$ cat config.mk
export PLATFORM = sky130hd
export DESIGN_NAME = uic_chan
export DESIGN_NICKNAME = d
export VERILOG_FILES = /design/src/logic/uic_pkg.sv /design/src/logic/uic_core_if.sv /design/src/logic/uic_chan.sv /design/src/logic/uic_prio.sv /design/src/logic/uic_timeout.sv
export SDC_FILE = /design/constraint.sdc
export NUM_CORES = 1
export LEC_CHECK = 0
export ABC_AREA = 1
export BUFFER_PORTS_ARGS = -buffer_cell sky130_fd_sc_hd__buf_2
export CAP_MARGIN = 20
export CORE_MARGIN = 3
export CORE_UTILIZATION = 50
export CTS_CLUSTER_DIAMETER = 40
export CTS_CLUSTER_SIZE = 8
export DETAILED_ROUTE_END_ITERATION = 8
export GPL_TIMING_DRIVEN = 0
export PLACE_DENSITY = 0.76
export SKIP_CTS_REPAIR_TIMING = 1
export SYNTH_ARGS = -nofsm -noshare
export SYNTH_HDL_FRONTEND = slang
export SYNTH_SLANG_ARGS = --single-unit
$ cat constraint.sdc
create_clock -name clk -period 2.4 [get_ports clk]
set_clock_uncertainty 0.05 [all_clocks]
set_input_delay 0.36 -clock clk [delete_from_list [all_inputs] [get_ports clk]]
set_output_delay 0.36 -clock clk [all_outputs]
set_load 0.05 [all_outputs]
$ cat src/logic/uic_pkg.sv
package uic_pkg;
	// ****************************************
	// Register offsets on the channel port
	// ****************************************
	localparam logic [2:0] ADDR_HOLD = 3'h0;
	localparam logic [2:0] ADDR_MASK = 3'h1;
	localparam logic [2:0] ADDR_SRC = 3'h2;
	localparam logic [2:0] ADDR_LINE = 3'h5;
	localparam logic [2:0] ADDR_MODEM = 3'h6;

	// ****************************************
	// Reset values
	// ****************************************
	localparam logic [7:0] MASK_RESET = 8'h00;
	localparam logic [1:0] TRIG_SEL_RESET = 2'h0;

	// ****************************************
	// interrupt_mask field positions
	// ****************************************
	localparam int MASK_RD = 0;
	localparam int MASK_TX = 1;
	localparam int MASK_LS = 2;
	localparam int MASK_MS = 3;
	localparam int MASK_SLEEP = 4;
	localparam int MASK_XS = 5;
	localparam int MASK_RTS = 6;
	localparam int MASK_CTS = 7;

	// ****************************************
	// fifo_setup field positions
	// ****************************************
	localparam int FS_EN = 0;
	localparam int FS_RX_RST = 1;
	localparam int FS_TX_RST = 2;
	localparam int FS_DMA = 3;
	localparam int FS_TRIG_LO = 4;
	localparam int FS_TRIG_HI = 5;

	// ****************************************
	// Source indices, lowest index wins
	// ****************************************
	localparam int SRC_LS = 0;
	localparam int SRC_TO = 1;
	localparam int SRC_RD = 2;
	localparam int SRC_TX = 3;
	localparam int SRC_MS = 4;
	localparam int SRC_XS = 5;
	localparam int SRC_FC = 6;
	localparam int NSRC = 7;

	// ****************************************
	// interrupt_source codes, bits 5..0
	// ****************************************
	localparam logic [5:0] CODE_LS = 6'h06;
	localparam logic [5:0] CODE_TO = 6'h0C;
	localparam logic [5:0] CODE_RD = 6'h04;
	localparam logic [5:0] CODE_TX = 6'h02;
	localparam logic [5:0] CODE_MS = 6'h00;
	localparam logic [5:0] CODE_XS = 6'h10;
	localparam logic [5:0] CODE_FC = 6'h20;
	localparam logic [5:0] CODE_NONE = 6'h01;

	// ****************************************
	// Transmit trigger levels in characters
	// ****************************************
	localparam logic [5:0] TX_TRIG_00 = 6'h10;
	localparam logic [5:0] TX_TRIG_01 = 6'h08;
	localparam logic [5:0] TX_TRIG_10 = 6'h18;
	localparam logic [5:0] TX_TRIG_11 = 6'h1E;
	localparam logic [5:0] TX_TRIG_DEFAULT = 6'h01;

	// ****************************************
	// Receive timeout: characters plus bits
	// ****************************************
	localparam logic [6:0] TO_CHARS = 7'h04;
	localparam logic [6:0] TO_EXTRA_BITS = 7'h0C;
endpackage

$ cat src/logic/uic_core_if.sv
`timescale 1ns/1ps
interface uic_core_if;
	import uic_pkg::*;
	logic [NSRC-1:0] pend_en;
	logic [5:0] code;
	logic any;
	logic bit_tick;
	logic restart;
	logic armed;
	logic [3:0] char_bits;
	logic expired;
	modport core (output pend_en, bit_tick, restart, armed, char_bits,
		input code, any, expired);
	modport prio (input pend_en, output code, any);
	modport timer (input bit_tick, restart, armed, char_bits, output expired);
endinterface

$ cat src/logic/uic_chan.sv
`timescale 1ns/1ps
module uic_chan
	import uic_pkg::*;
(
	input wire logic clk,
	input wire logic rstn,
	input wire logic [2:0] addr,
	input wire logic rd,
	input wire logic wr,
	input wire logic [7:0] wdata,
	input wire logic enh_en,
	input wire logic auto_rts,
	input wire logic auto_cts,
	input wire logic rts_n,
	input wire logic cts_n,
	input wire logic [5:0] tx_count,
	input wire logic thr_empty,
	input wire logic [5:0] rx_count,
	input wire logic [5:0] rx_trig,
	input wire logic rx_char,
	input wire logic overrun,
	input wire logic err_popped,
	input wire logic [3:0] modem_change,
	input wire logic xoff_seen,
	input wire logic xon_seen,
	input wire logic special_seen,
	input wire logic sleep_exit,
	input wire logic bit_tick,
	input wire logic [3:0] char_bits,
	output logic [7:0] rdata,
	output logic irq,
	output logic fifo_en,
	output logic rx_ptr_reset,
	output logic tx_ptr_reset,
	output logic dma_mode,
	output logic [1:0] tx_trig_sel,
	output logic sleep_en
);
	// ****************************************
	// Internal state
	// ****************************************
	logic [7:0] interrupt_mask;
	logic [7:0] mask_eff;
	logic trig_prog;
	logic [5:0] tx_level;
	logic ls_pend, tx_pend, ms_pend, xs_pend, xs_special, fc_pend, wake;
	logic rd_level;
	logic tx_filled;
	logic [5:0] tx_prev;
	logic thr_prev, rts_prev, cts_prev;
	logic src_rd, line_rd, modem_rd, hold_rd, hold_wr, mask_wr, setup_wr;
	logic tx_set;
	logic tx_clr;
	logic xs_clr;
	logic [7:0] next_rdata;
	uic_core_if core ();

	// ****************************************
	// Register port decode
	// ****************************************
	assign src_rd = rd && addr == ADDR_SRC;
	assign line_rd = rd && addr == ADDR_LINE;
	assign modem_rd = rd && addr == ADDR_MODEM;
	assign hold_rd = rd && addr == ADDR_HOLD;
	assign hold_wr = wr && addr == ADDR_HOLD;
	assign mask_wr = wr && addr == ADDR_MASK;
	assign setup_wr = wr && addr == ADDR_SRC;

	// Upper mask bits only count with enhanced enable
	assign mask_eff = {interrupt_mask[7:4] & {4{enh_en}}, interrupt_mask[3:0]};

	// interrupt_mask storage
	always_ff @(posedge clk or negedge rstn) begin
		if (!rstn) begin
			interrupt_mask <= MASK_RESET;
		end else if (mask_wr) begin
			interrupt_mask <= wdata;
		end
	end

	// fifo_setup write handling
	always_ff @(posedge clk or negedge rstn) begin
		if (!rstn) begin
			fifo_en <= 1'b0;
			dma_mode <= 1'b0;
			tx_trig_sel <= TRIG_SEL_RESET;
			trig_prog <= 1'b0;
		end else if (setup_wr) begin
			fifo_en <= wdata[FS_EN];
			if (wdata[FS_EN]) begin
				dma_mode <= wdata[FS_DMA];
				if (enh_en) begin
					tx_trig_sel <= wdata[FS_TRIG_HI:FS_TRIG_LO];
					trig_prog <= 1'b1;
				end
			end
		end
	end

	// Pointer resets are one-cycle pulses
	always_ff @(posedge clk or negedge rstn) begin
		if (!rstn) begin
			rx_ptr_reset <= 1'b0;
			tx_ptr_reset <= 1'b0;
		end else begin
			rx_ptr_reset <= setup_wr && wdata[FS_EN] && wdata[FS_RX_RST];
			tx_ptr_reset <= setup_wr && wdata[FS_EN] && wdata[FS_TX_RST];
		end
	end

	// Transmit trigger level lookup
	always_comb begin
		case (tx_trig_sel)
			2'h0: tx_level = TX_TRIG_00;
			2'h1: tx_level = TX_TRIG_01;
			2'h2: tx_level = TX_TRIG_10;
			2'h3: tx_level = TX_TRIG_11;
			default: tx_level = TX_TRIG_00;
		endcase
		if (!trig_prog) begin
			tx_level = TX_TRIG_DEFAULT;
		end
	end

	// ****************************************
	// Source detection
	// ****************************************
	// Receive data level, trigger in FIFO mode
	assign rd_level = fifo_en ? (rx_count >= rx_trig) : (rx_count != 6'h00);

	// Edge history of watched levels
	always_ff @(posedge clk or negedge rstn) begin
		if (!rstn) begin
			tx_prev <= 6'h00;
			thr_prev <= 1'b1;
			rts_prev <= 1'b1;
			cts_prev <= 1'b1;
		end else begin
			tx_prev <= tx_count;
			thr_prev <= thr_empty;
			rts_prev <= rts_n;
			cts_prev <= cts_n;
		end
	end

	// Remember whether the last reload passed the trigger
	always_ff @(posedge clk or negedge rstn) begin
		if (!rstn) begin
			tx_filled <= 1'b0;
		end else if (tx_count >= tx_level) begin
			tx_filled <= 1'b1;
		end else if (tx_count == 6'h00) begin
			tx_filled <= 1'b0;
		end
	end

	// Transmit-ready events
	always_comb begin
		tx_set = 1'b0;
		if (fifo_en) begin
			tx_set = (tx_prev >= tx_level && tx_count < tx_level)
				|| (tx_prev != 6'h00 && tx_count == 6'h00 && !tx_filled);
		end else begin
			tx_set = thr_empty && !thr_prev;
		end
		if (mask_wr && wdata[MASK_TX] && !interrupt_mask[MASK_TX] && thr_empty) begin
			tx_set = 1'b1;
		end
	end
	assign tx_clr = hold_wr || (src_rd && core.code == CODE_TX);
	assign xs_clr = src_rd && core.code == CODE_XS;

	// Transmit-ready pending, set wins over clear
	always_ff @(posedge clk or negedge rstn) begin
		if (!rstn) begin
			tx_pend <= 1'b0;
		end else if (tx_set) begin
			tx_pend <= 1'b1;
		end else if (tx_clr) begin
			tx_pend <= 1'b0;
		end
	end

	// Line status pending
	always_ff @(posedge clk or negedge rstn) begin
		if (!rstn) begin
			ls_pend <= 1'b0;
		end else if (overrun || err_popped) begin
			ls_pend <= 1'b1;
		end else if (line_rd) begin
			ls_pend <= 1'b0;
		end
	end

	// Modem status and flow-control pending
	always_ff @(posedge clk or negedge rstn) begin
		if (!rstn) begin
			ms_pend <= 1'b0;
			fc_pend <= 1'b0;
		end else begin
			if (|modem_change) begin
				ms_pend <= 1'b1;
			end else if (modem_rd) begin
				ms_pend <= 1'b0;
			end
			if ((auto_rts && mask_eff[MASK_RTS] && rts_n && !rts_prev)
				|| (auto_cts && mask_eff[MASK_CTS] && cts_n && !cts_prev)) begin
				fc_pend <= 1'b1;
			end else if (modem_rd) begin
				fc_pend <= 1'b0;
			end
		end
	end

	// Xoff or special character pending
	always_ff @(posedge clk or negedge rstn) begin
		if (!rstn) begin
			xs_pend <= 1'b0;
			xs_special <= 1'b0;
		end else if (xoff_seen || special_seen) begin
			xs_pend <= 1'b1;
			xs_special <= special_seen;
		end else if (xs_clr || (xon_seen && !xs_special) || (rx_char && xs_special)) begin
			xs_pend <= 1'b0;
			xs_special <= 1'b0;
		end
	end

	// Wake-up indication
	always_ff @(posedge clk or negedge rstn) begin
		if (!rstn) begin
			wake <= 1'b0;
		end else if (sleep_exit) begin
			wake <= 1'b1;
		end else if (src_rd) begin
			wake <= 1'b0;
		end
	end

	// ****************************************
	// Timer and priority
	// ****************************************
	assign core.bit_tick = bit_tick;
	assign core.restart = rx_char || hold_rd;
	assign core.armed = fifo_en && rx_count != 6'h00;
	assign core.char_bits = char_bits;
	assign core.pend_en[SRC_LS] = ls_pend && mask_eff[MASK_LS];
	assign core.pend_en[SRC_TO] = core.expired && mask_eff[MASK_RD];
	assign core.pend_en[SRC_RD] = rd_level && mask_eff[MASK_RD];
	assign core.pend_en[SRC_TX] = tx_pend && mask_eff[MASK_TX];
	assign core.pend_en[SRC_MS] = ms_pend && mask_eff[MASK_MS];
	assign core.pend_en[SRC_XS] = xs_pend && mask_eff[MASK_XS] && enh_en;
	assign core.pend_en[SRC_FC] = fc_pend && enh_en;

	uic_timeout u_timeout (
		.clk(clk),
		.rstn(rstn),
		.bus(core.timer)
	);

	uic_prio u_prio (
		.bus(core.prio)
	);

	// ****************************************
	// Outputs
	// ****************************************
	// Read data mux
	always_comb begin
		next_rdata = 8'h00;
		if (src_rd) begin
			next_rdata = {fifo_en, fifo_en, core.code};
		end else if (rd && addr == ADDR_MASK) begin
			next_rdata = interrupt_mask;
		end
	end

	// Registered outputs
	always_ff @(posedge clk or negedge rstn) begin
		if (!rstn) begin
			rdata <= 8'h00;
			irq <= 1'b0;
			sleep_en <= 1'b0;
		end else begin
			rdata <= next_rdata;
			irq <= core.any;
			sleep_en <= mask_eff[MASK_SLEEP];
		end
	end

	// ****************************************
	// Assertions
	// ****************************************
	property p_irq_follows;
		@(posedge clk) disable iff (!rstn) core.any |=> irq;
	endproperty
	a_irq_follows: assert property (p_irq_follows) else $error("irq missing");
	property p_irq_idle;
		@(posedge clk) disable iff (!rstn) !core.any |=> !irq;
	endproperty
	a_irq_idle: assert property (p_irq_idle) else $error("irq stuck");
	property p_ls_top;
		@(posedge clk) disable iff (!rstn) src_rd && ls_pend && mask_eff[MASK_LS]
			|=> rdata[5:0] == CODE_LS;
	endproperty
	a_ls_top: assert property (p_ls_top) else $error("line status not top");
	property p_idle_code;
		@(posedge clk) disable iff (!rstn) src_rd && !core.any |=> rdata[5:0] == CODE_NONE;
	endproperty
	a_idle_code: assert property (p_idle_code) else $error("idle code wrong");
	property p_fifo_bits;
		@(posedge clk) disable iff (!rstn) src_rd |=> rdata[7:6] == {2{$past(fifo_en)}};
	endproperty
	a_fifo_bits: assert property (p_fifo_bits) else $error("fifo bits wrong");
	property p_rx_rst_pulse;
		@(posedge clk) disable iff (!rstn) rx_ptr_reset |=> !rx_ptr_reset || $past(setup_wr);
	endproperty
	a_rx_rst_pulse: assert property (p_rx_rst_pulse) else $error("rx reset stuck");
	property p_tx_rst_gate;
		@(posedge clk) disable iff (!rstn) setup_wr && !wdata[FS_EN] |=> !tx_ptr_reset && !fifo_en;
	endproperty
	a_tx_rst_gate: assert property (p_tx_rst_gate) else $error("tx reset ungated");
	property p_arm_tx;
		@(posedge clk) disable iff (!rstn)
			mask_wr && wdata[MASK_TX] && !interrupt_mask[MASK_TX] && thr_empty |=> ##1 irq;
	endproperty
	a_arm_tx: assert property (p_arm_tx) else $error("arm did not fire");
	property p_thr_clear;
		@(posedge clk) disable iff (!rstn) hold_wr && !tx_set |=> !tx_pend;
	endproperty
	a_thr_clear: assert property (p_thr_clear) else $error("tx not cleared");
	// Enhanced codes never reach the read data without the enhanced enable
	property p_enh_gate;
		@(posedge clk) disable iff (!rstn) src_rd && !enh_en |=> rdata[5:4] == 2'h0;
	endproperty
	a_enh_gate: assert property (p_enh_gate) else $error("enhanced source leaked");
	property p_line_clear;
		@(posedge clk) disable iff (!rstn) line_rd && !overrun && !err_popped |=> !ls_pend;
	endproperty
	a_line_clear: assert property (p_line_clear) else $error("line status stuck");
	c_irq: cover property (@(posedge clk) disable iff (!rstn) $rose(irq));
	c_timeout: cover property (@(posedge clk) disable iff (!rstn) $rose(core.expired));
	c_wake: cover property (@(posedge clk) disable iff (!rstn) src_rd && wake);
endmodule

$ cat src/logic/uic_prio.sv
`timescale 1ns/1ps
module uic_prio
	import uic_pkg::*;
(
	uic_core_if.prio bus
);
	// ****************************************
	// Rank enabled sources, lowest index first
	// ****************************************
	localparam logic [5:0] CODES [NSRC] = '{CODE_LS, CODE_TO, CODE_RD, CODE_TX,
		CODE_MS, CODE_XS, CODE_FC};

	// Scan from lowest priority upward so the top one lands last
	always_comb begin
		bus.code = CODE_NONE;
		for (int i = NSRC - 1; i >= 0; i--) begin
			if (bus.pend_en[i]) begin
				bus.code = CODES[i];
			end
		end
		bus.any = |bus.pend_en;
	end
endmodule

$ cat src/logic/uic_timeout.sv
`timescale 1ns/1ps
module uic_timeout
	import uic_pkg::*;
(
	input wire logic clk,
	input wire logic rstn,
	uic_core_if.timer bus
);
	// ****************************************
	// Idle timer in bit times
	// ****************************************
	logic [6:0] bits;
	logic [6:0] limit;

	// Four characters plus twelve bits
	assign limit = 7'(TO_CHARS * {3'h0, bus.char_bits}) + TO_EXTRA_BITS;

	// Count bit ticks while data waits in FIFO mode; restart on receive or read
	always_ff @(posedge clk or negedge rstn) begin
		if (!rstn) begin
			bits <= 7'h00;
			bus.expired <= 1'b0;
		end else if (bus.restart || !bus.armed) begin
			bits <= 7'h00;
			bus.expired <= 1'b0;
		end else if (bus.bit_tick && !bus.expired) begin
			if (bits + 7'h01 >= limit) begin
				bus.expired <= 1'b1;
			end
			bits <= bits + 7'h01;
		end
	end
endmodule

# ---- Yosys cells after proc, flatten, opt, wreduce, memory -nomap -nowiden
# Cells that the tools add are included.
dict set report classes {
  n_addsub 2
  magnitude_cmp 5
  eq_ne 9
  n_mux 31
  n_bitwise 1
  n_reduce_logical 73
}
# op n
set op_table {}
lappend op_table {{$mux W6} 8}
lappend op_table {{$logic_and A1 B1 Y1} 38}
lappend op_table {{$pmux W6 S4} 1}
lappend op_table {{$ge A6 B6 Y1} 3}
lappend op_table {{$mux W1} 18}
lappend op_table {{$mux W8} 2}
lappend op_table {{$reduce_bool A2 Y1} 8}
lappend op_table {{$mux W7} 2}
lappend op_table {{$reduce_bool A6 Y1} 2}
lappend op_table {{$logic_or A1 B1 Y1} 9}
lappend op_table {{$logic_not A1 Y1} 8}
lappend op_table {{$add A6 B4 Y7 const B} 1}
lappend op_table {{$add A7 B1 Y7 const B} 1}
lappend op_table {{$ge A7 B7 Y1} 1}
lappend op_table {{$reduce_or A7 Y1} 1}
lappend op_table {{$eq A3 B3 Y1 const B} 2}
lappend op_table {{$eq A6 B2 Y1 const B} 1}
lappend op_table {{$eq A6 B5 Y1 const B} 1}
lappend op_table {{$logic_not A6 Y1} 1}
lappend op_table {{$lt A6 B6 Y1} 1}
lappend op_table {{$and A4 B4 Y4} 1}
lappend op_table {{$eq A2 B2 Y1 const B} 2}
lappend op_table {{$reduce_and A2 Y1} 2}
lappend op_table {{$reduce_or A4 Y1} 1}
lappend op_table {{other kinds (6)} 6}
dict set report totals {
  register_bits 49
  input_bits 55
  out_inout_bits 16
  wordCells 144
}

# ---- Longest topological paths before layout
# Gate-level depths: netlist (run 1).
dict set report logic_depth {
  ltp_word 15
  mapped_depth 12
}

# ---- By module
# A second synthesis (run 1) with hierarchy kept.
dict set report hier_totals {
  cells_unflattened 366
  area_unflattened_um2 2872.8
}
# module instances cells_each area_each_um2 seq_area_each_um2
set modules_own_cells {}
lappend modules_own_cells {uic_chan 1 258 2154.6 1029.7}
lappend modules_own_cells {uic_timeout 1 82 613.1 200.2}
lappend modules_own_cells {uic_prio 1 26 105.1 0.0}

# ---- Worst setup path after synthesis (run 1)
# OpenSTA, ideal clock, no wires.
dict set report synth_path {
  path_type {register -> register}
  startpoint {register u_timeout.bits[0]}
  endpoint {register u_timeout.bus.expired}
  setup_time_ps 80
  t_arrival_ps 1942
  required_time_ps 2270
  setup_slack_ps 327
  stages_incl_launch_ff 13
  n_path_buf 0
  synth_period_minus_slack_ps 2073
  cell_sequence {dfrtp_1 -> ha_1 -> nand3_1 -> nor2_1 -> nand2_1 -> xor2_1 -> inv_1 -> ha_1 -> nand3_1 -> or2_2 -> o2111ai_1 -> nand2_1 -> a21oi_1}
}
dict set report synth_via {
  elab_chain_cells 4
}
# item line
set synth_lines {}
lappend synth_lines {{start, declared} uic_timeout.sv:12} ;# logic [6:0] bits;
lappend synth_lines {{start signal, assigned} uic_timeout.sv:30} ;# bits <= bits + 7'h01;
lappend synth_lines {{$add A7 B1 Y7} uic_timeout.sv:27} ;# if (bits + 7'h01 >= limit) begin
lappend synth_lines {{$ge A7 B7 Y1} uic_timeout.sv:27}
lappend synth_lines {{$reduce_bool A2 Y1 (no source line)} -}
lappend synth_lines {{$reduce_and A2 Y1 (no source line)} -}
lappend synth_lines {{end signal, assigned} uic_timeout.sv:22} ;# bus.expired <= 1'b0;
lappend synth_lines {{end signal, assigned} uic_timeout.sv:25} ;# bus.expired <= 1'b0;
lappend synth_lines {{end signal, assigned} uic_timeout.sv:28} ;# bus.expired <= 1'b1;
lappend synth_lines {{end, declared} uic_core_if.sv:15} ;# modport timer (input bit_tick, restart, armed, char_bits, output expired);
# Every way passes these cells.
# A chain may end at the register's enable or synchronous reset.

# ---- Final worst setup path (run 1)
dict set report layout_path {
  startpoint {register u_timeout.bits[1]}
  endpoint {register u_timeout.bus.expired}
}
# The elaborated chain is that of the path after synthesis.

==> results of run 1 <==
-- cell families (layout without fill, tap and decap cells) --
family / count (synthesis) / after routing
and+or+nand+nor: 131 / 131
buffers and inverters: 57 / 139
AOI/OAI and AO/OA: 51 / 51
DFF: 49 / 49
adders and majority gates: 23 / 23
xor gates and xnor gates: 8 / 8
muxes: 1 / 1
-- stage by stage --
step	hold slack, ns	power (mW)	worst slack, ns
6_report	0.117	1.95	0.213
5_1_grt	0.0992	2.08	0.0208
4_1_cts	0.111	1.95	0.0689
3_5_place_dp	0.413	1.49	0.123
3_3_place_gp	0.410	1.46	0.170
2_1_floorplan	0.0144	1.31	0.327
-- layer usage --
layer | GRT usage | share of wire | up-vias
li1 | - | - | 1211
met1 | 0.261 | 0.44 | 1110
met2 | 0.328 | 0.49 | 65
met3 | 0.0463 | 0.056 | 9
met4 | 0.0625 | 0.014 | 0
met5 | 0 | 0 | -
-- critical path, delay by kind of cell, from the launching register on --
kind,cells,cell delay [ns]
xor gates and xnor gates,1,0.19
DFF,1,0.44
adders and majority gates,2,0.44
buffers and inverters,1,0.06
and+or+nand+nor,6,0.70
AOI/OAI and AO/OA,2,0.21
-- final cells by class --
| type | instances | area, µm² | share of cell area |
|---|---|---|---|
| plain buffers | 1 | 7.51 | 0.00226 |
| multi-input cells | 214 | 1310 | 0.394 |
| well taps | 70 | 87.6 | 0.0263 |
| flip-flops and latches | 49 | 1230 | 0.370 |
| repair buffers | 74 | 398 | 0.120 |
| inverters | 56 | 210 | 0.0632 |
| clock buffers | 8 | 80.1 | 0.0241 |
-- Yosys cell counts --
library cell   n
o32ai_1        1
dfstp_2        3
xor2_1         6
nand3_2        2
o21ai_0       18
inv_2          3
a31oi_1        1
inv_1         53
nor2_2         2
a211oi_1       3
ha_1          23
mux2_1         1
o2111ai_1      2
nor2_4         1
nand2_1       55
nor3b_2        1
dfrtp_1       46
nor4_1         1
buf_4          1
o22ai_1        5
a21oi_1       15
o21ai_1        3
nand3b_1       3
nor4_4         1
nand4_1        5
nor2_1        30
a211o_1        1
a21boi_1       1
nand3_1       20
or2_2          3
or2_0          1
o21bai_1       1
nor3_1         4
nand2_2        2
xnor2_1        2
-- flip-flops by register name, indices dropped and copies added, names as in the netlist, 2 cells and up --
register and flops:
interrupt_mask 8, tx_trig_sel 2, tx_prev 6, u_timeout.bits 7
rdata 8
-- worst max path at each step --
| stage | endpoint | cells after the start |
|---|---|---|
| after floorplan | u_timeout.bus.expired$_DFFE_PN0P_ | 12 |
| after global placement | u_timeout.bus.expired$_DFFE_PN0P_ | 12 |
| after detailed placement | u_timeout.bus.expired$_DFFE_PN0P_ | 12 |
| after CTS | u_timeout.bus.expired$_DFFE_PN0P_ | 12 |
| after global routing | u_timeout.bus.expired$_DFFE_PN0P_ | 12 |
| final | u_timeout.bus.expired$_DFFE_PN0P_ | 12 |
-- layout by cell type, fill, tap and decap left out, drive strengths merged, types with 3 or more instances in the layout --
| master | n |
|---|---|
| o22ai | 5 |
| or2 | 4 |
| buf | 74 |
| nand3b | 3 |
| inv | 56 |
| dfstp | 3 |
| o21ai | 21 |
| a21oi | 15 |
| nand3 | 22 |
| clkbuf | 8 |
| dfrtp | 46 |
| a211oi | 3 |
| nor3 | 4 |
| ha | 23 |
| nor2 | 33 |
| nand4 | 5 |
| nand2 | 57 |
| xor2 | 6 |
-- report_power, final --
group	internal [mW]	switching, mW
clock	0.208	0.255
sequential	0.902	0.0492
combinational	0.185	0.355
total	1.29	0.659
==> results by group, run 1 <==
Global route
  – First-pass GRT wire length: 10100 µm
  – Initial antenna violation count: 0
  – GRT Util Overall: 0.199
  – Gr ovfl total: 0
  – Largest net degree at the start of global routing: 50
  – Vias in the first global route: 2319

Logic synthesis
  – Synth cell types: 35
  – Sequential area share after synthesis: 0.452
  – Top-area cell type share of the netlist area: 0.423
  – Syn_nets: 398
  – Yosys Warn Count: 0
  – Synthesized netlist cell count: 320
  – Adder-Cell Fraction of Synth Area: 0.106
  – Synth Area in XOR/XNOR: 0.0257
  – Multiplexer area fraction after synthesis: 0.00414
  – Synth Area in Simple Gates: 0.226
  – Mapped Area: 2720 µm²
  – Yosys reg bits: 49
  – Synth Area in Compound Gates: 0.107
  – Largest family of logic cells by synthesized area: simple AND/OR/NAND/NOR gates
  – Synth area leader: dfrtp_1
  – Avg Inst Size Synth: 8.50 µm²
  – Top cells by area, synth: dfrtp_1 (42%), ha_1 (11%), nand2_1 (7.6%), inv_1 (7.3%), nor2_1 (4.1%)

Power and ir drop
  – Pwr dens: 588 nW/µm²
  – LEAKAGE: 1.77 nW
  – Worst vdd ir: 503 µV

Placed design
  – DP Area: 3150 µm²
  – HPWL after detailed placement: 4630 µm
  – GP Congestion: 0.854
  – Placed Cells: 459
  – PortBufs: 69

Routing
  – Post-route DRC: 0
  – Antenna-violating nets left: 0
  – Vias/cell: 5.07
  – Starting DRC count in detailed routing: 150
  – Drt first pass iters: 4
  – DR WL/cell: 13.0 µm
  – Final WL: 6120 µm
  – Vias: 2395

Floorplan
  – Die area: 6360 µm²
  – Num rows: 26
  – Die X: 79.8 µm
  – I/O pin count: 71
  – Core footprint: 5170 µm²
  – Die Span Y: 79.8 µm
  – Initial Util: 0.526

Hold path
  – Hold Path Class: input port to register
  – Min-delay src: cts_n
  – Hold Crit Depth: 1
  – Hold endpoint: cts_prev$_DFF_PN1_

STA
  – Final Hold Vio Count: 0
  – Max-slew headroom: 0.671
  – Setup violators final: 0
  – Tcrit/Tclk final: 0.911
  – RSZ-0062 raised after global routing: no
  – FMAX: 457 MHz
  – TNS Setup: 0 ns
  – Slew @ Worst Pin: 0.493 ns
  – Minimum clock period: 2.19 ns
  – Max Slew Vio Count: 0

Setup path
  – Reg2Reg Setup Slack: 0.21 ns
  – CP max FO: 4
  – Worst reg2reg endpoint: u_timeout.bus.expired$_DFFE_PN0P_
  – Crit path max-delay cell type: dfrtp_1
  – Data arrival, critical path: 2.36 ns
  – R2r startpoint: u_timeout.bits[1]$_DFFE_PN0P_
  – CP Class: register to register
  – Crit path launch type: register
  – Slowest stage delay, CP: 0.44 ns
  – R2R cell count: 12
  – Crit path capture type: register
  – Critical path startpoint: u_timeout.bits[1]$_DFFE_PN0P_
  – WP data required: 2.57 ns
  – Crit-path cells: ha_4, nand3_2, nor2_1, nand2_1, xor2_2, inv_2, ha_4, nand3_1, or2_2, o2111ai_1, nand2_1, a21oi_1

Clock tree
  – H-tree levels: 2
  – CTS clk-pin slew, worst paths: 0.08 ns
  – CTS Sinks: 49
  – Clk root buf: clkbuf_8
  – TritonCTS Buffers: 5
  – Clock Latency Late Sink: 0.30 ns
  – Buffer levels on the longest clock path: 2
  – CTS tree: yes

Final layout
  – Final core occ: 0.643
  – Final cell count without fillers: 472
  – Share of layout cells above drive strength 1: 0.254
  – Area grow syn2layout: 22.2%
  – Design area: 3320 µm²
  – FILL cells: 462
  – Number of antenna diodes: 0
  – Final nets: 479

Flow run
  – Max_cap viols: 0

Run status
  – Status: complete, no violations
Note: power is estimated with default switching activity, not from simulation.
==> run 2: changes to the inputs <==
clock period = 2.3 ns   (was 2.4 ns; I/O delays follow)
==> run 2 against run 1 <==
  * Count of clock-buffer cells in the layout is the same
  * Cell area is 0.38% higher
  * Register-to-register slack got worse by 0.04 ns
  * Final cell count unchanged
  * Via count up 0.46%
  * Critical path type unchanged
==> results by group, run 2 (synthesized netlist as in run 1, its figures left out) <==
Run status
  – Status: complete, no violations

Clock tree
  – TritonCTS Buffers: 5 (unchanged)
  – H-tree levels: 2 (unchanged)
  – Clock Latency Late Sink: 0.30 ns (about the same)
  – CTS Sinks: 49 (unchanged)
  – Buffer levels on the longest clock path: 2 (unchanged)
  – CTS tree: yes
  – CTS clk-pin slew, worst paths: 0.09 ns (about the same)
  – Clk root buf: clkbuf_8

Placed design
  – PortBufs: 69 (unchanged)
  – DP Area: 3150 µm² (unchanged)
  – HPWL after detailed placement: 4630 µm (unchanged)
  – Post-place setup slack: 0.0232 ns (-0.100 ns)
  – GP Congestion: 0.854 (unchanged)

Floorplan
  – Die area: 6360 µm² (unchanged)
  – Die X: 79.8 µm (unchanged)
  – Core footprint: 5170 µm² (unchanged)
  – I/O pin count: 71 (unchanged)
  – Initial Util: 0.526 (unchanged)
  – Num rows: 26 (unchanged)
  – Die Span Y: 79.8 µm (unchanged)

STA
  – Minimum clock period: 2.13 ns (-0.0607 ns)
  – Max-slew headroom: 0.669 (-0.00199)
  – Max Slew Vio Count: 0 (unchanged)
  – Tcrit/Tclk final: 0.924 (+0.0132)
  – Slew @ Worst Pin: 0.496 ns (+0.00299 ns)
  – Final WS setup: 0.174 ns (-0.0393 ns)
  – Setup violators final: 0 (unchanged)
  – Final Hold Vio Count: 0 (unchanged)
  – FMAX: 470 MHz (+2.9%)

Routing
  – Vias: 2406 (+0.46%)
  – Antenna-violating nets left: 0 (unchanged)
  – Drt first pass iters: 4 (unchanged)
  – Post-route DRC: 0 (unchanged)
  – Vias/cell: 5.10 (+0.46%)
  – DR WL/cell: 13.0 µm (+0.44%)
  – Final WL: 6150 µm (+0.44%)
  – Starting DRC count in detailed routing: 123 (-18%)

Global route
  – First-pass GRT wire length: 10100 µm (unchanged)
  – Vias in the first global route: 2319 (unchanged)
  – Largest net degree at the start of global routing: 50 (unchanged)
  – GRT Util Overall: 0.199 (unchanged)
  – Gr ovfl total: 0 (unchanged)
  – Initial antenna violation count: 0 (unchanged)

Setup path
  – Data arrival, critical path: 2.31 ns (-0.05 ns)
  – WP data required: 2.48 ns (-0.09 ns)
  – CP Class: register to register
  – CP max FO: 4 (unchanged)
  – Crit path capture type: register
  – Crit path launch type: register
  – Reg2Reg Setup Slack: 0.17 ns (-0.04 ns)

Power and ir drop
  – Worst vdd ir: 531 µV (+5.5%)
  – LEAKAGE: 1.78 nW (+0.31%)
  – Pwr dens: 614 nW/µm² (+4.5%)

Hold path
  – Hold Path Class: input port to register

Flow run
  – Max_cap viols: 0 (unchanged)

Final layout
  – Final nets: 479 (unchanged)
  – Number of antenna diodes: 0 (unchanged)
  – Design area: 3340 µm² (+0.38%)
  – Commonest non-fill, non-tap cells in the layout: buf_2 (69), nand2_1 (55), inv_1 (52), dfrtp_1 (46), nor2_1 (30)
  – Share of layout cells above drive strength 1: 0.259 (+0.00498)
  – Regs by FF count: interrupt_mask: 8 flops, rdata: 8 flops, u_timeout.bits: 7 flops
  – Area grow syn2layout: 22.6%
  – Commonest non-fill, non-tap cell in the layout: buf_2
run 2: worst paths after layout:
check	start	to	cells after the start
max	u_timeout.bits[1]$_DFFE_PN0P_	u_timeout.bus.expired$_DFFE_PN0P_	12
min	cts_n	cts_prev$_DFF_PN1_	1
max reg2reg	u_timeout.bits[1]$_DFFE_PN0P_	u_timeout.bus.expired$_DFFE_PN0P_	12
min reg2reg	interrupt_mask[4]$_DFFE_PN0P_	sleep_en$_DFF_PN0_	2
max in group asynchronous	rstn	cts_prev$_DFF_PN1_	3
min in group asynchronous	rstn	ls_pend$_DFFE_PN0P_	2
run 2: where the power goes:
group / switching (mW) / internal (mW)
Clock: 0.273 / 0.217
Sequential: 0.0512 / 0.942
Combinational: 0.372 / 0.194
run 2: critical path, stage by stage, from the launching register on:
cell and delay, ns:
dfrtp_1 0.43, ha_4 0.17, nand3_2 0.09, nor2_1 0.11, nand2_1 0.09, xor2_2 0.19, inv_2 0.06, ha_4 0.27
nand3_1 0.07, or2_4 0.23, o2111ai_2 0.07, nand2_1 0.09, a21oi_2 0.11
run 2: metrics by stage:
step | cells | total power, mW | setup TNS, ns | hold slack [ns] | util
after floorplan | 320 | 1.37 | 0 | -0.000591 | -
after global placement | 459 | 1.53 | 0 | 0.410 | 0.610
after detailed placement | 459 | 1.55 | 0 | 0.413 | 0.610
after CTS | 467 | 2.04 | -0.0311 | 0.0962 | 0.625
after global routing | 472 | 2.17 | -0.00498 | 0.0842 | 0.645
final | 472 | 2.05 | 0 | 0.0968 | 0.645
run 2: final cells by class:
class | instances | area [µm²]
sequential | 49 | 1230
fill | 459 | 1840
timing repair buffer | 74 | 398
tap | 70 | 87.6
clock buffer | 8 | 80.1
buffer | 1 | 7.51
multi-input combinational | 214 | 1320
inverter | 56 | 210
run 2: routing by layer:
metal / global-route usage / up-vias / wire [µm]
met1: 0.261 / 1126 / 2690
met2: 0.328 / 61 / 3030
met3: 0.0463 / 7 / 354
li1: - / 1212 / -
met5: 0 / - / 0
met4: 0.0625 / 0 / 71
==> run 3: changes to the inputs <==
CORE_UTILIZATION = 48   (was 50)
clock period = 1.9 ns   (was 2.3 ns; I/O delays follow)
==> run 3 against run 2 <==
  * The flow now finishes with violations (setup timing)
  * Non-clock buffer count stayed put
  * Sequential share of layout area shrank 0.74 points
  * Combinational power increased by 25%
  * Largest power group unchanged
  * Via count shrank 1.0%
  * Sequential cell count stayed put
  * Critical endpoint unchanged
  * Final cell count unchanged
  * Die area is 3.8% higher
==> results by group, run 3 (synthesized netlist as in run 1, its figures left out) <==
Run status
  – Status: finished, violations left
  – Failing checks: setup timing

STA
  – Min Hold Slack: 0.0338 ns (-0.0629 ns)
  – Minimum clock period: 2.08 ns (-0.0423 ns)
  – Max-slew headroom: 0.676 (+0.00704)
  – Tcrit/Tclk final: 1.10 (+0.172)
  – FMAX: 480 MHz (+2.0%)
  – TNS Setup: -0.184 ns (-0.184 ns)
  – Final Hold Vio Count: 0 (unchanged)
  – Final WS setup: -0.184 ns (-0.358 ns)
  – Slew @ Worst Pin: 0.486 ns (-0.0106 ns)
  – Max Slew Vio Count: 0 (unchanged)
  – Setup violators final: 1 (+1)
  – RSZ-0062 raised after global routing: yes

Final layout
  – Share of layout cells above drive strength 1: 0.284 (+0.0249)
  – Commonest non-fill, non-tap cells in the layout: buf_2 (69), nand2_1 (55), inv_1 (52), dfrtp_1 (43), nor2_1 (30)
  – Commonest non-fill, non-tap cell in the layout: buf_2
  – Final core occ: 0.644 (-0.000966)
  – Regs by FF count: interrupt_mask: 8 flops, rdata: 8 flops, u_timeout.bits: 7 flops
  – Final cell count without fillers: 472 (unchanged)
  – FILL cells: 468 (+2.0%)
  – Final nets: 479 (unchanged)
  – Number of antenna diodes: 0 (unchanged)
  – Area grow syn2layout: 25.5%

Floorplan
  – I/O pin count: 71 (unchanged)
  – Die area: 6610 µm² (+3.8%)
  – Initial Util: 0.513 (-0.0129)
  – Die X: 81.3 µm (+1.9%)
  – Num rows: 26 (unchanged)
  – Core footprint: 5300 µm² (+2.5%)
  – Die Span Y: 81.3 µm (+1.9%)

Global route
  – GRT Util Overall: 0.198 (-0.00149)
  – Gr ovfl total: 0 (unchanged)
  – First-pass GRT wire length: 10000 µm (-0.61%)
  – Vias in the first global route: 2312 (-0.30%)
  – Largest net degree at the start of global routing: 50 (unchanged)
  – Initial antenna violation count: 0 (unchanged)

Power and ir drop
  – Pwr dens: 787 nW/µm² (+28%)
  – LEAKAGE: 1.80 nW (+1.4%)
  – Worst vdd ir: 535 µV (+0.80%)
  – Final Power: 2.69 mW (+31%)

Clock tree
  – Clock Latency Late Sink: 0.30 ns (about the same)
  – CTS tree: yes
  – Buffer levels on the longest clock path: 2 (unchanged)
  – H-tree levels: 2 (unchanged)
  – CTS Sinks: 49 (unchanged)
  – TritonCTS Buffers: 5 (unchanged)
  – CTS clk-pin slew, worst paths: 0.09 ns (about the same)
  – Clk root buf: clkbuf_8

Routing
  – Starting DRC count in detailed routing: 115 (-6.5%)
  – Drt first pass iters: 4 (unchanged)
  – Vias: 2382 (-1.0%)
  – Vias/cell: 5.05 (-1.0%)
  – Antenna-violating nets left: 0 (unchanged)
  – DR WL/cell: 12.6 µm (-3.6%)
  – Post-route DRC: 0 (unchanged)
  – Final WL: 5920 µm (-3.6%)

Setup path
  – WP data required: 2.08 ns (-0.40 ns)
  – CP Class: register to register
  – Crit path capture type: register
  – Crit path launch type: register
  – Reg2Reg Setup Slack: -0.18 ns (-0.36 ns)
  – CP max FO: 4 (unchanged)
  – Data arrival, critical path: 2.27 ns (-0.04 ns)

Placed design
  – GP Congestion: 0.850 (-0.42%)
  – Placed Cells: 459 (unchanged)
  – HPWL after detailed placement: 4720 µm (+1.9%)
  – PortBufs: 69 (unchanged)

Hold path
  – Hold Path Class: input port to register

Flow run
  – Max_cap viols: 0 (unchanged)
==> run 3: cell types whose count changed in the layout (fill, tap and decap cells not counted), sizes merged <==
cell and change:
bufinv +1, clkbuf -2, clkinvlp +1
==> run 3: report_power, final <==
group,leakage [nW],total [mW],internal (mW),switching (mW)
Combinational,1.15,0.706,0.256,0.451
Sequential,0.592,1.21,1.14,0.0719
Clock,0.0574,0.770,0.428,0.342
==> run 3: final cells by class <==
| class | count | area [µm²] | area share |
|---|---|---|---|
| clock buffer | 6 | 82.6 | 0.0242 |
| sequential | 49 | 1230 | 0.361 |
| timing repair buffer | 74 | 398 | 0.116 |
| inverter | 56 | 210 | 0.0615 |
| clock inverter | 2 | 37.5 | 0.0110 |
| tap | 70 | 87.6 | 0.0256 |
| multi-input combinational | 214 | 1360 | 0.398 |
| buffer | 1 | 7.51 | 0.00220 |
==> run 3: critical path: stages, from the launching register on <==
cell and delay [ns]:
dfrtp_1 0.39, ha_2 0.21, nand3_2 0.09, nor2_1 0.10, nand2_1 0.06, xor2_1 0.18, inv_1 0.10, ha_4 0.29
nand3_2 0.06, or2_4 0.23, o2111ai_2 0.06, nand2_1 0.08, a21oi_2 0.11
==> run 3: worst paths after layout <==
| path | from | to | depth (start not counted) |
|---|---|---|---|
| worst max-delay path | u_timeout.bits[0]$_DFFE_PN0P_ | u_timeout.bus.expired$_DFFE_PN0P_ | 12 |
| worst min-delay path | rts_n | rts_prev$_DFF_PN1_ | 1 |
| worst max register to register | u_timeout.bits[0]$_DFFE_PN0P_ | u_timeout.bus.expired$_DFFE_PN0P_ | 12 |
| worst min register to register | interrupt_mask[4]$_DFFE_PN0P_ | sleep_en$_DFF_PN0_ | 2 |
| max in group asynchronous | rstn | tx_trig_sel[1]$_DFFE_PN0P_ | 3 |
| min in group asynchronous | rstn | interrupt_mask[7]$_DFFE_PN0P_ | 2 |
==> run 3: metal layers <==
metal,routed length [µm],global-route usage,part of all wire
met1,2720,0.262,0.46
met2,2810,0.325,0.47
met3,306,0.0333,0.052
met4,83,0.0743,0.014
met5,0,0,0
==> run 3: per-stage QoR <==
| step | setup WS (ns) | area [µm²] |
|---|---|---|
| after floorplan | -0.0861 | 2750 |
| after global placement | -0.211 | 3190 |
| after detailed placement | -0.245 | 3190 |
| after CTS | -0.277 | 3310 |
| after global routing | -0.287 | 3420 |
| final | -0.184 | 3420 |
